--- config.mk ---
export PLATFORM = sky130hd
export DESIGN_NAME = fan_controller_status_reg
export DESIGN_NICKNAME = d
export VERILOG_FILES = /design/src/fan_status_pkg.sv /design/src/fan_channel_monitor.sv /design/src/fan_controller_status_reg.sv
export SDC_FILE = /design/constraint.sdc
export NUM_CORES = 1
export LEC_CHECK = 0
export BUFFER_PORTS_ARGS = -buffer_cell sky130_fd_sc_hd__buf_2
export CAP_MARGIN = 20
export CORE_ASPECT_RATIO = 1.75
export CORE_MARGIN = 3
export CORE_UTILIZATION = 45
export DETAILED_ROUTE_END_ITERATION = 16
export PLACE_DENSITY = 0.85
export SYNTH_ARGS = -nofsm -noshare
export SYNTH_HDL_FRONTEND = slang
export SYNTH_SLANG_ARGS = --single-unit
--- constraint.sdc ---
create_clock -name ref_clk -period 4.14 [get_ports ref_clk]
set_input_delay 0.621 -clock ref_clk [delete_from_list [all_inputs] [get_ports ref_clk]]
set_output_delay 0.621 -clock ref_clk [all_outputs]
set_load 0.01 [all_outputs]
--- src/fan_status_pkg.sv ---
/*
 * Shared constants and types for the fan controller status register.
 * Assumes nothing beyond a SystemVerilog compiler.
 */
package fan_status_pkg;
    localparam int STATUS_W = 8;
    localparam int CHANNELS = 2;
    localparam int READ_W = 8;
    localparam int RAW_W = 16;
    localparam int BIT_OVER_TEMP = 5;
    localparam int BIT_SPEED2_OVF = 4;
    localparam int BIT_SPEED1_OVF = 3;
    localparam int BIT_TEMP_OPEN = 2;
    localparam int BIT_FAN2_FAULT = 1;
    localparam int BIT_FAN1_FAULT = 0;
    localparam logic [1:0] UNUSED_VALUE = 2'h0;
    localparam logic [STATUS_W-1:0] STATUS_RESET = 8'h00;
    localparam logic FAULT_RESET = 1'b0;
    localparam logic OVF_RESET = 1'b0;
    localparam logic OPEN_RESET = 1'b0;

    typedef struct packed {
        logic [1:0] unused;
        logic over_temp_flag;
        logic speed2_counter_overflow;
        logic speed1_counter_overflow;
        logic temp_input_open_flag;
        logic fan2_fault_flag;
        logic fan1_fault_flag;
    } status_t;
endpackage

--- src/fan_channel_monitor.sv ---
/*
 * One fan channel: saturating speed reading, counter overflow flag and
 * sticky fault flag against a programmed threshold.
 * Assumes speed_raw is a synchronous count from the speed measurement logic.
 */
`timescale 1ns/100ps
`default_nettype none
module fan_channel_monitor #(
    parameter int READ_W = fan_status_pkg::READ_W,
    parameter int RAW_W = fan_status_pkg::RAW_W
) (
    // Clock and reset
    input wire logic ref_clk,
    input wire logic resetn,
    // Measurement and control
    input wire logic [RAW_W-1:0] speed_raw,
    input wire logic [READ_W-1:0] fault_threshold,
    input wire logic fault_clear,
    // Results
    output logic [READ_W-1:0] speed_reading,
    output logic overflow,
    output logic fault
);
    localparam logic [RAW_W-1:0] MAX_RAW = RAW_W'({READ_W{1'b1}});

    logic [READ_W-1:0] reading_r, reading_nxt;
    logic ovf_r, ovf_nxt;
    logic fault_r, fault_nxt;

    always_comb begin
        ovf_nxt = (speed_raw > MAX_RAW);
        reading_nxt = ovf_nxt ? {READ_W{1'b1}} : speed_raw[READ_W-1:0];
        // Set beats clear so a slow fan seen during a clear is not lost
        if (reading_nxt < fault_threshold) begin
            fault_nxt = 1'b1;
        end else if (fault_clear) begin
            fault_nxt = 1'b0;
        end else begin
            fault_nxt = fault_r;
        end
    end

    always_ff @(posedge ref_clk) begin
        if (!resetn) begin
            reading_r <= '0;
            ovf_r <= fan_status_pkg::OVF_RESET;
            fault_r <= fan_status_pkg::FAULT_RESET;
        end else begin
            reading_r <= reading_nxt;
            ovf_r <= ovf_nxt;
            fault_r <= fault_nxt;
        end
    end

    assign speed_reading = reading_r;
    assign overflow = ovf_r;
    assign fault = fault_r;

    property p_ovf_set;
        @(posedge ref_clk) disable iff (!resetn)
        (speed_raw > MAX_RAW) |=> overflow && (speed_reading == {READ_W{1'b1}});
    endproperty
    a_ovf_set: assert property (p_ovf_set) else $error("overflow flag not set");

    property p_ovf_clear;
        @(posedge ref_clk) disable iff (!resetn)
        (speed_raw <= MAX_RAW) |=> !overflow && (speed_reading == $past(speed_raw[READ_W-1:0]));
    endproperty
    a_ovf_clear: assert property (p_ovf_clear) else $error("overflow flag not self cleared");

    property p_fault_set;
        @(posedge ref_clk) disable iff (!resetn)
        (!(speed_raw > MAX_RAW) && (speed_raw[READ_W-1:0] < fault_threshold)) |=> fault;
    endproperty
    a_fault_set: assert property (p_fault_set) else $error("fault flag not set");

    property p_fault_hold;
        @(posedge ref_clk) disable iff (!resetn)
        (fault && !fault_clear) |=> fault;
    endproperty
    a_fault_hold: assert property (p_fault_hold) else $error("fault flag dropped");

    property p_fault_clear;
        @(posedge ref_clk) disable iff (!resetn)
        (fault_clear && ((speed_raw > MAX_RAW)
            || (speed_raw[READ_W-1:0] >= fault_threshold))) |=> !fault;
    endproperty
    a_fault_clear: assert property (p_fault_clear) else $error("fault flag not cleared");

    c_fault_then_clear: cover property (@(posedge ref_clk) disable iff (!resetn)
        fault ##1 fault_clear ##1 !fault);
endmodule
`default_nettype wire

--- src/fan_controller_status_reg.sv ---
/*
 * Read-only status register of a dual channel fan speed controller.
 * Assumes the analog comparators and open-pin detector deliver synchronous
 * levels, and the configuration logic provides the fault clear control.
 */
`timescale 1ns/100ps
`default_nettype none
// Overview of operation
// - The status register is an 8-bit read-only location whose bits 7 and 6 read zero.
// - Bit 5 reads one while the temperature input is above the full-duty level, else zero.
// - The over-temperature flag has no reset value and follows the input from power-up.
// - Bit 4 or bit 3 goes to one when fan 2 or fan 1 speed exceeds the counter range.
// - Each overflow bit clears itself once that speed is back within the counter range.
// - Bit 2 reads one when the temperature input pin is open.
// - Bit 2 reads zero whenever a sensing network drives the temperature input.
// - A speed below its threshold sets bit 1 or bit 0 and pulls the fault output low.
// - Fault bits stay set until the fault clear control, and are zero after power-on.
module fan_controller_status_reg #(
    parameter int READ_W = fan_status_pkg::READ_W,
    parameter int RAW_W = fan_status_pkg::RAW_W
) (
    // Clock and reset
    input wire logic ref_clk,
    input wire logic resetn,
    // Temperature input condition
    input wire logic over_temp_cond,
    input wire logic temp_input_open_det,
    // Speed measurement
    input wire logic [RAW_W-1:0] speed1_raw,
    input wire logic [RAW_W-1:0] speed2_raw,
    input wire logic [READ_W-1:0] fan1_speed_threshold,
    input wire logic [READ_W-1:0] fan2_speed_threshold,
    input wire logic fan_fault_clear_ctl,
    // Register port
    input wire logic status_rd_en,
    input wire logic status_wr_en,
    input wire logic [fan_status_pkg::STATUS_W-1:0] status_wr_data,
    output logic [fan_status_pkg::STATUS_W-1:0] status_rd_data,
    output logic status_rd_valid,
    // Fan side results
    output logic [READ_W-1:0] fan1_speed_reading,
    output logic [READ_W-1:0] fan2_speed_reading,
    output logic fault_n
);
    localparam int CH = fan_status_pkg::CHANNELS;

    logic [RAW_W-1:0] raw_a [CH];
    logic [READ_W-1:0] thr_a [CH];
    logic [READ_W-1:0] rd_a [CH];
    logic [CH-1:0] ovf_a;
    logic [CH-1:0] fault_a;

    assign raw_a[0] = speed1_raw;
    assign raw_a[1] = speed2_raw;
    assign thr_a[0] = fan1_speed_threshold;
    assign thr_a[1] = fan2_speed_threshold;

    genvar g;
    generate
        for (g = 0; g < CH; g++) begin : g_chan
            fan_channel_monitor #(
                .READ_W(READ_W),
                .RAW_W(RAW_W)
            ) u_mon (
                .ref_clk(ref_clk),
                .resetn(resetn),
                .speed_raw(raw_a[g]),
                .fault_threshold(thr_a[g]),
                .fault_clear(fan_fault_clear_ctl),
                .speed_reading(rd_a[g]),
                .overflow(ovf_a[g]),
                .fault(fault_a[g])
            );
        end
    endgenerate

    assign fan1_speed_reading = rd_a[0];
    assign fan2_speed_reading = rd_a[1];

    // No reset on purpose: the flag is a live comparator image
    logic over_temp_flag_r, over_temp_flag_nxt;
    logic temp_open_r, temp_open_nxt;
    logic fault_n_r, fault_n_nxt;
    logic [fan_status_pkg::STATUS_W-1:0] rd_data_r, rd_data_nxt;
    logic rd_valid_r, rd_valid_nxt;
    fan_status_pkg::status_t live;
    logic wr_unused;

    assign wr_unused = status_wr_en ^ (^status_wr_data);

    always_comb begin
        over_temp_flag_nxt = over_temp_cond;
        temp_open_nxt = temp_input_open_det;
        fault_n_nxt = !(|fault_a);
    end

    always_comb begin
        live.unused = fan_status_pkg::UNUSED_VALUE;
        live.over_temp_flag = over_temp_flag_r;
        live.speed2_counter_overflow = ovf_a[1];
        live.speed1_counter_overflow = ovf_a[0];
        live.temp_input_open_flag = temp_open_r;
        live.fan2_fault_flag = fault_a[1];
        live.fan1_fault_flag = fault_a[0];
        // Writes never reach any flag, only reads sample them
        rd_data_nxt = status_rd_en ? live : rd_data_r;
        rd_valid_nxt = status_rd_en;
    end

    always_ff @(posedge ref_clk) begin
        over_temp_flag_r <= over_temp_flag_nxt;
    end

    always_ff @(posedge ref_clk) begin
        if (!resetn) begin
            temp_open_r <= fan_status_pkg::OPEN_RESET;
            fault_n_r <= 1'b1;
            rd_data_r <= fan_status_pkg::STATUS_RESET;
            rd_valid_r <= 1'b0;
        end else begin
            temp_open_r <= temp_open_nxt;
            fault_n_r <= fault_n_nxt;
            rd_data_r <= rd_data_nxt;
            rd_valid_r <= rd_valid_nxt;
        end
    end

    assign status_rd_data = rd_data_r;
    assign status_rd_valid = rd_valid_r;
    assign fault_n = fault_n_r;

    property p_unused_zero;
        @(posedge ref_clk) disable iff (!resetn)
        status_rd_valid |-> (status_rd_data[7:6] == 2'h0);
    endproperty
    a_unused_zero: assert property (p_unused_zero) else $error("unused bits not zero");

    property p_over_temp;
        @(posedge ref_clk) disable iff (!resetn)
        status_rd_en |=> status_rd_data[fan_status_pkg::BIT_OVER_TEMP] == $past(over_temp_cond, 2);
    endproperty
    a_over_temp: assert property (p_over_temp) else $error("over-temp bit wrong");

    property p_over_temp_live;
        @(posedge ref_clk)
        over_temp_cond |=> over_temp_flag_r;
    endproperty
    a_over_temp_live: assert property (p_over_temp_live) else $error("over-temp not tracked");

    property p_open_set;
        @(posedge ref_clk) disable iff (!resetn)
        temp_input_open_det ##1 status_rd_en |=>
            status_rd_data[fan_status_pkg::BIT_TEMP_OPEN];
    endproperty
    a_open_set: assert property (p_open_set) else $error("open bit not set");

    property p_open_clear;
        @(posedge ref_clk) disable iff (!resetn)
        !temp_input_open_det ##1 status_rd_en |=>
            !status_rd_data[fan_status_pkg::BIT_TEMP_OPEN];
    endproperty
    a_open_clear: assert property (p_open_clear) else $error("open bit not cleared");

    property p_fault_pin;
        @(posedge ref_clk) disable iff (!resetn)
        (|fault_a) |=> !fault_n;
    endproperty
    a_fault_pin: assert property (p_fault_pin) else $error("fault pin not low");

    property p_ovf_read;
        @(posedge ref_clk) disable iff (!resetn)
        status_rd_en |=> status_rd_data[fan_status_pkg::BIT_SPEED2_OVF] == $past(ovf_a[1])
            && status_rd_data[fan_status_pkg::BIT_SPEED1_OVF] == $past(ovf_a[0]);
    endproperty
    a_ovf_read: assert property (p_ovf_read) else $error("overflow bits misplaced");

    property p_write_ignored;
        @(posedge ref_clk) disable iff (!resetn)
        (status_wr_en && !status_rd_en) |=> $stable(status_rd_data) && !status_rd_valid;
    endproperty
    a_write_ignored: assert property (p_write_ignored) else $error("write changed status");

    property p_fault_read;
        @(posedge ref_clk) disable iff (!resetn)
        status_rd_en |=> status_rd_data[1:0] == $past(fault_a);
    endproperty
    a_fault_read: assert property (p_fault_read) else $error("fault bits misplaced");

    c_read_over_temp: cover property (@(posedge ref_clk) disable iff (!resetn)
        status_rd_valid && status_rd_data[fan_status_pkg::BIT_OVER_TEMP]);
    c_read_fault: cover property (@(posedge ref_clk) disable iff (!resetn)
        status_rd_valid && (status_rd_data[1:0] == 2'h3));
    c_write_seen: cover property (@(posedge ref_clk) disable iff (!resetn)
        status_wr_en && wr_unused);
endmodule
`default_nettype wire

==> flow_metrics.py <==
metrics = {
    "setup_path": {
        "path_class": "input pin to flop",
        "crit_arrival_ps": 2640,
        "path_buf_inv": 1,
        "slowest_stage": "nor4_2",
        "crit_path_start_kind": "input pin",
        "end_kind": "flop",
        "critPathMaxFanout": 8,
        "worstPathRequired_ps": 4370,
        "crit_family": "simple AND/OR/NAND/NOR gates",
        "path_cells": "buf_2, nor4_2, nand2_2, or2_1, ha_1, a21oi_1, o21ai_0, a2111oi_0, a21o_1",
        "slowest_delay_ps": 390,
    },
    "layout": {
        "fillCellCount": 257,
        "drive_gt1_share_pct": 39.4,
        "layout.cells.non_filler": 253,
        "fin_nets": 302,
        "postLayoutCoreUtil_pct": 66.2,
        "multi_input_area_um2": 696,
        "register_area_um2": 601,
        "area_growth_pct": 35.5,
        "diodes": 0,
    },
    "floorplan": {
        "die_h_um": 79.1,
        "core_area_um2": 2820,
        "ios": 89,
        "start_util_pct": 48.8,
        "die_area_um2": 3780,
        "die_x_um": 47.8,
        "fp-row-count": 25,
    },
    "cts": {
        "hold_buffers": 0,
        "path_clk_slew_ps": 60,
        "cts_tree": "built",
        "clock_latency_ps": 280,
        "postCtsSetupBuffers": 0,
        "cts_root_buf": "clkbuf_8",
        "clockBufferDepth": 2,
        "cts_resized": 0,
        "htreeDepth": 2,
        "clock_sinks": 30,
        "cts_made_buffers": 5,
    },
    "drt": {
        "vias_per_cell": 4.92,
        "drcViolationCount": 0,
        "wl_per_cell_um": 12.9,
        "firstDrtPassIters": 4,
        "postRouteAntennaNets": 0,
        "vias": 1244,
        "drt_wl_total_mm": 3.27,
        "drtIter0Drc": 14,
    },
    "global_route": {
        "grt_first_pass_wirelength_mm": 5.16,
        "antenna_found_initial": 0,
        "gr-total-overflow": 0,
        "grt_max_degree": 20,
        "grt_pass1_vias": 1234,
        "track_usage_pct": 19.2,
    },
    "logic_synthesis": {
        "synthFlopType": "dfxtp_1",
        "synth_top_area_share_pct": 43.7,
        "synthTopCellsByCount": "dfxtp_1, and2_1, inv_1",
        "yosysMostFrequentCell": "dfxtp_1",
        "synth_area_leaders": "dfxtp_1, ha_1, and2_1",
        "ys_seq_elements": 30,
        "postSynth.asyncResetShare_pct": 0,
        "synth_cells": 145,
        "synth_cell_type_count": 24,
        "synth_warnings": 0,
        "netlist_area_um2": 1380,
        "syn-mean-instance-area_um2": 9.48,
        "synth_seq_area_share_pct": 43.7,
        "synth_edf_count": 0,
        "synth_top_area_cell": "dfxtp_1",
    },
    "flow_run": {
        "drv_cap": 0,
    },
    "placement": {
        "gp_congestion": 0.721,
        "port_buffers": 77,
        "dp.cells": 245,
        "hpwl_mm": 2.58,
        "place_ws_ps": 1420,
    },
    "timing": {
        "worst_slack_ps": 1730,
        "final.setup.tns_ps": 0,
        "finClkSkew_ps": 4.13,
        "slew_viol_final": 0,
        "finalSetupViolCount": 0,
        "fmax_ghz": 0.415,
        "finalCriticalPeriod_ps": 2410,
        "hold_viol": 0,
        "fin_crit_sh_pct": 58.2,
        "rsz0062_at_grt": "false",
    },
    "power": {
        "p_int_mw": 0.485,
        "clkPwrFrac_pct": 37.6,
        "power_mw": 0.638,
        "p_per_area_nw_per_um2": 342,
        "p_sw_mw": 0.153,
        "power.leakage_nw": 0.944,
        "p_sw_share_pct": 24.0,
        "ir_worst_vdd_uv": 256,
        "seqPwrFrac_pct": 48.7,
        "p_comb_share_pct": 13.7,
    },
    "status": {
        "status": "completed",
    },
    "worst_hold_path": {
        "hp-class": "input pin to flop",
    },
}
-- power by group through the flow --
| stage | Clock (mW) | Combinational, mW | Sequential (mW) |
|---|---|---|---|
| 2_1_floorplan | 0 | 0.0363 | 0.324 |
| 3_3_place_gp | 0 | 0.0856 | 0.317 |
| 3_5_place_dp | 0 | 0.0878 | 0.317 |
| 4_1_cts | 0.246 | 0.0892 | 0.311 |
| 5_1_grt | 0.262 | 0.0993 | 0.312 |
| 6_report | 0.240 | 0.0872 | 0.311 |
-- final timing paths --
path	start	to	slack, ps	cells after the start
hold / removal	over_temp_cond	over_temp_flag_r$_DFF_P_	450	1
setup reg to reg	g_chan[0].u_mon.fault$_SDFFE_PN0P_	g_chan[0].u_mon.fault$_SDFFE_PN0P_	3420	2
hold reg to reg	temp_open_r$_SDFF_PN0_	status_rd_data[2]$_SDFFE_PN0P_	470	2
setup / recovery	speed1_raw[10]	g_chan[0].u_mon.fault$_SDFFE_PN0P_	1730	9
-- worst register-to-register path, cell delays in order (launching register included) --
cell and delay, ps:
dfxtp_1 330, o2bb2ai_1 130, a21o_1 160
-- cell families (layout without fill, tap and decap cells) --
logic type	after synthesis	in the layout	share of synthesized area, %
and+or+nand+nor	57	57	24.8
DFF	30	30	43.7
adders and majority gates	14	14	12.7
AOI/OAI and AO/OA	17	17	8.10
buffers and inverters	20	100	6.00
other	1	2	0.273
muxes	6	6	4.37
-- final cells by class --
type	instances	area share [%]
sequential	30	32.2
tap	27	1.81
timing repair buffer	77	20.7
inverter	15	3.02
clock inverter	1	0.269
clock buffer	7	4.63
multi-input combinational	96	37.3
-- registers in the layout (all words and copies together), names as in the netlist --
signal / count
temp_open_r: 1
g_chan.u_mon.speed_reading: 16
status_rd_data: 6
status_rd_valid: 1
fault_n: 1
g_chan.u_mon.overflow: 2
over_temp_flag_r: 1
g_chan.u_mon.fault: 2
-- per-layer routing --
metal / track usage, % / wire, um
met5: 0 / 0
met4: 9.16 / 102
met3: 7.26 / 241
met2: 34.6 / 1840
met1: 16.9 / 1080
-- stage by stage --
step	instance area (um^2)	hold WS, ps
final	1860	447
after floorplan	1380	434
after global placement	1770	451
after CTS	1860	439
after detailed placement	1770	464
after global routing	1860	441
-- placed cells by master, fill, tap and decap left out --
cell | Yosys | routed
a21o_1 | 2 | 2
a2111oi_0 | 1 | 1
o2bb2ai_1 | 1 | 1
clkbuf_1 | 3 | 1
a21oi_1 | 6 | 6
nand2_2 | 1 | 1
nor2_1 | 12 | 12
clkinv_2 | 0 | 1
nor4b_1 | 1 | 1
nand4_1 | 4 | 4
ha_1 | 14 | 14
a32o_1 | 1 | 1
nor4_2 | 4 | 4
conb_1 | 1 | 2
and2_1 | 16 | 16
o2111ai_1 | 1 | 1
buf_2 | 0 | 77
a211oi_1 | 1 | 1
o211ai_1 | 1 | 1
inv_1 | 15 | 15
or2_1 | 14 | 14
clkbuf_8 | 0 | 6
dfxtp_1 | 30 | 30
mux2i_1 | 6 | 6
nand2_1 | 5 | 5
o21ai_0 | 3 | 3
(Power assumes the default switching activity.)
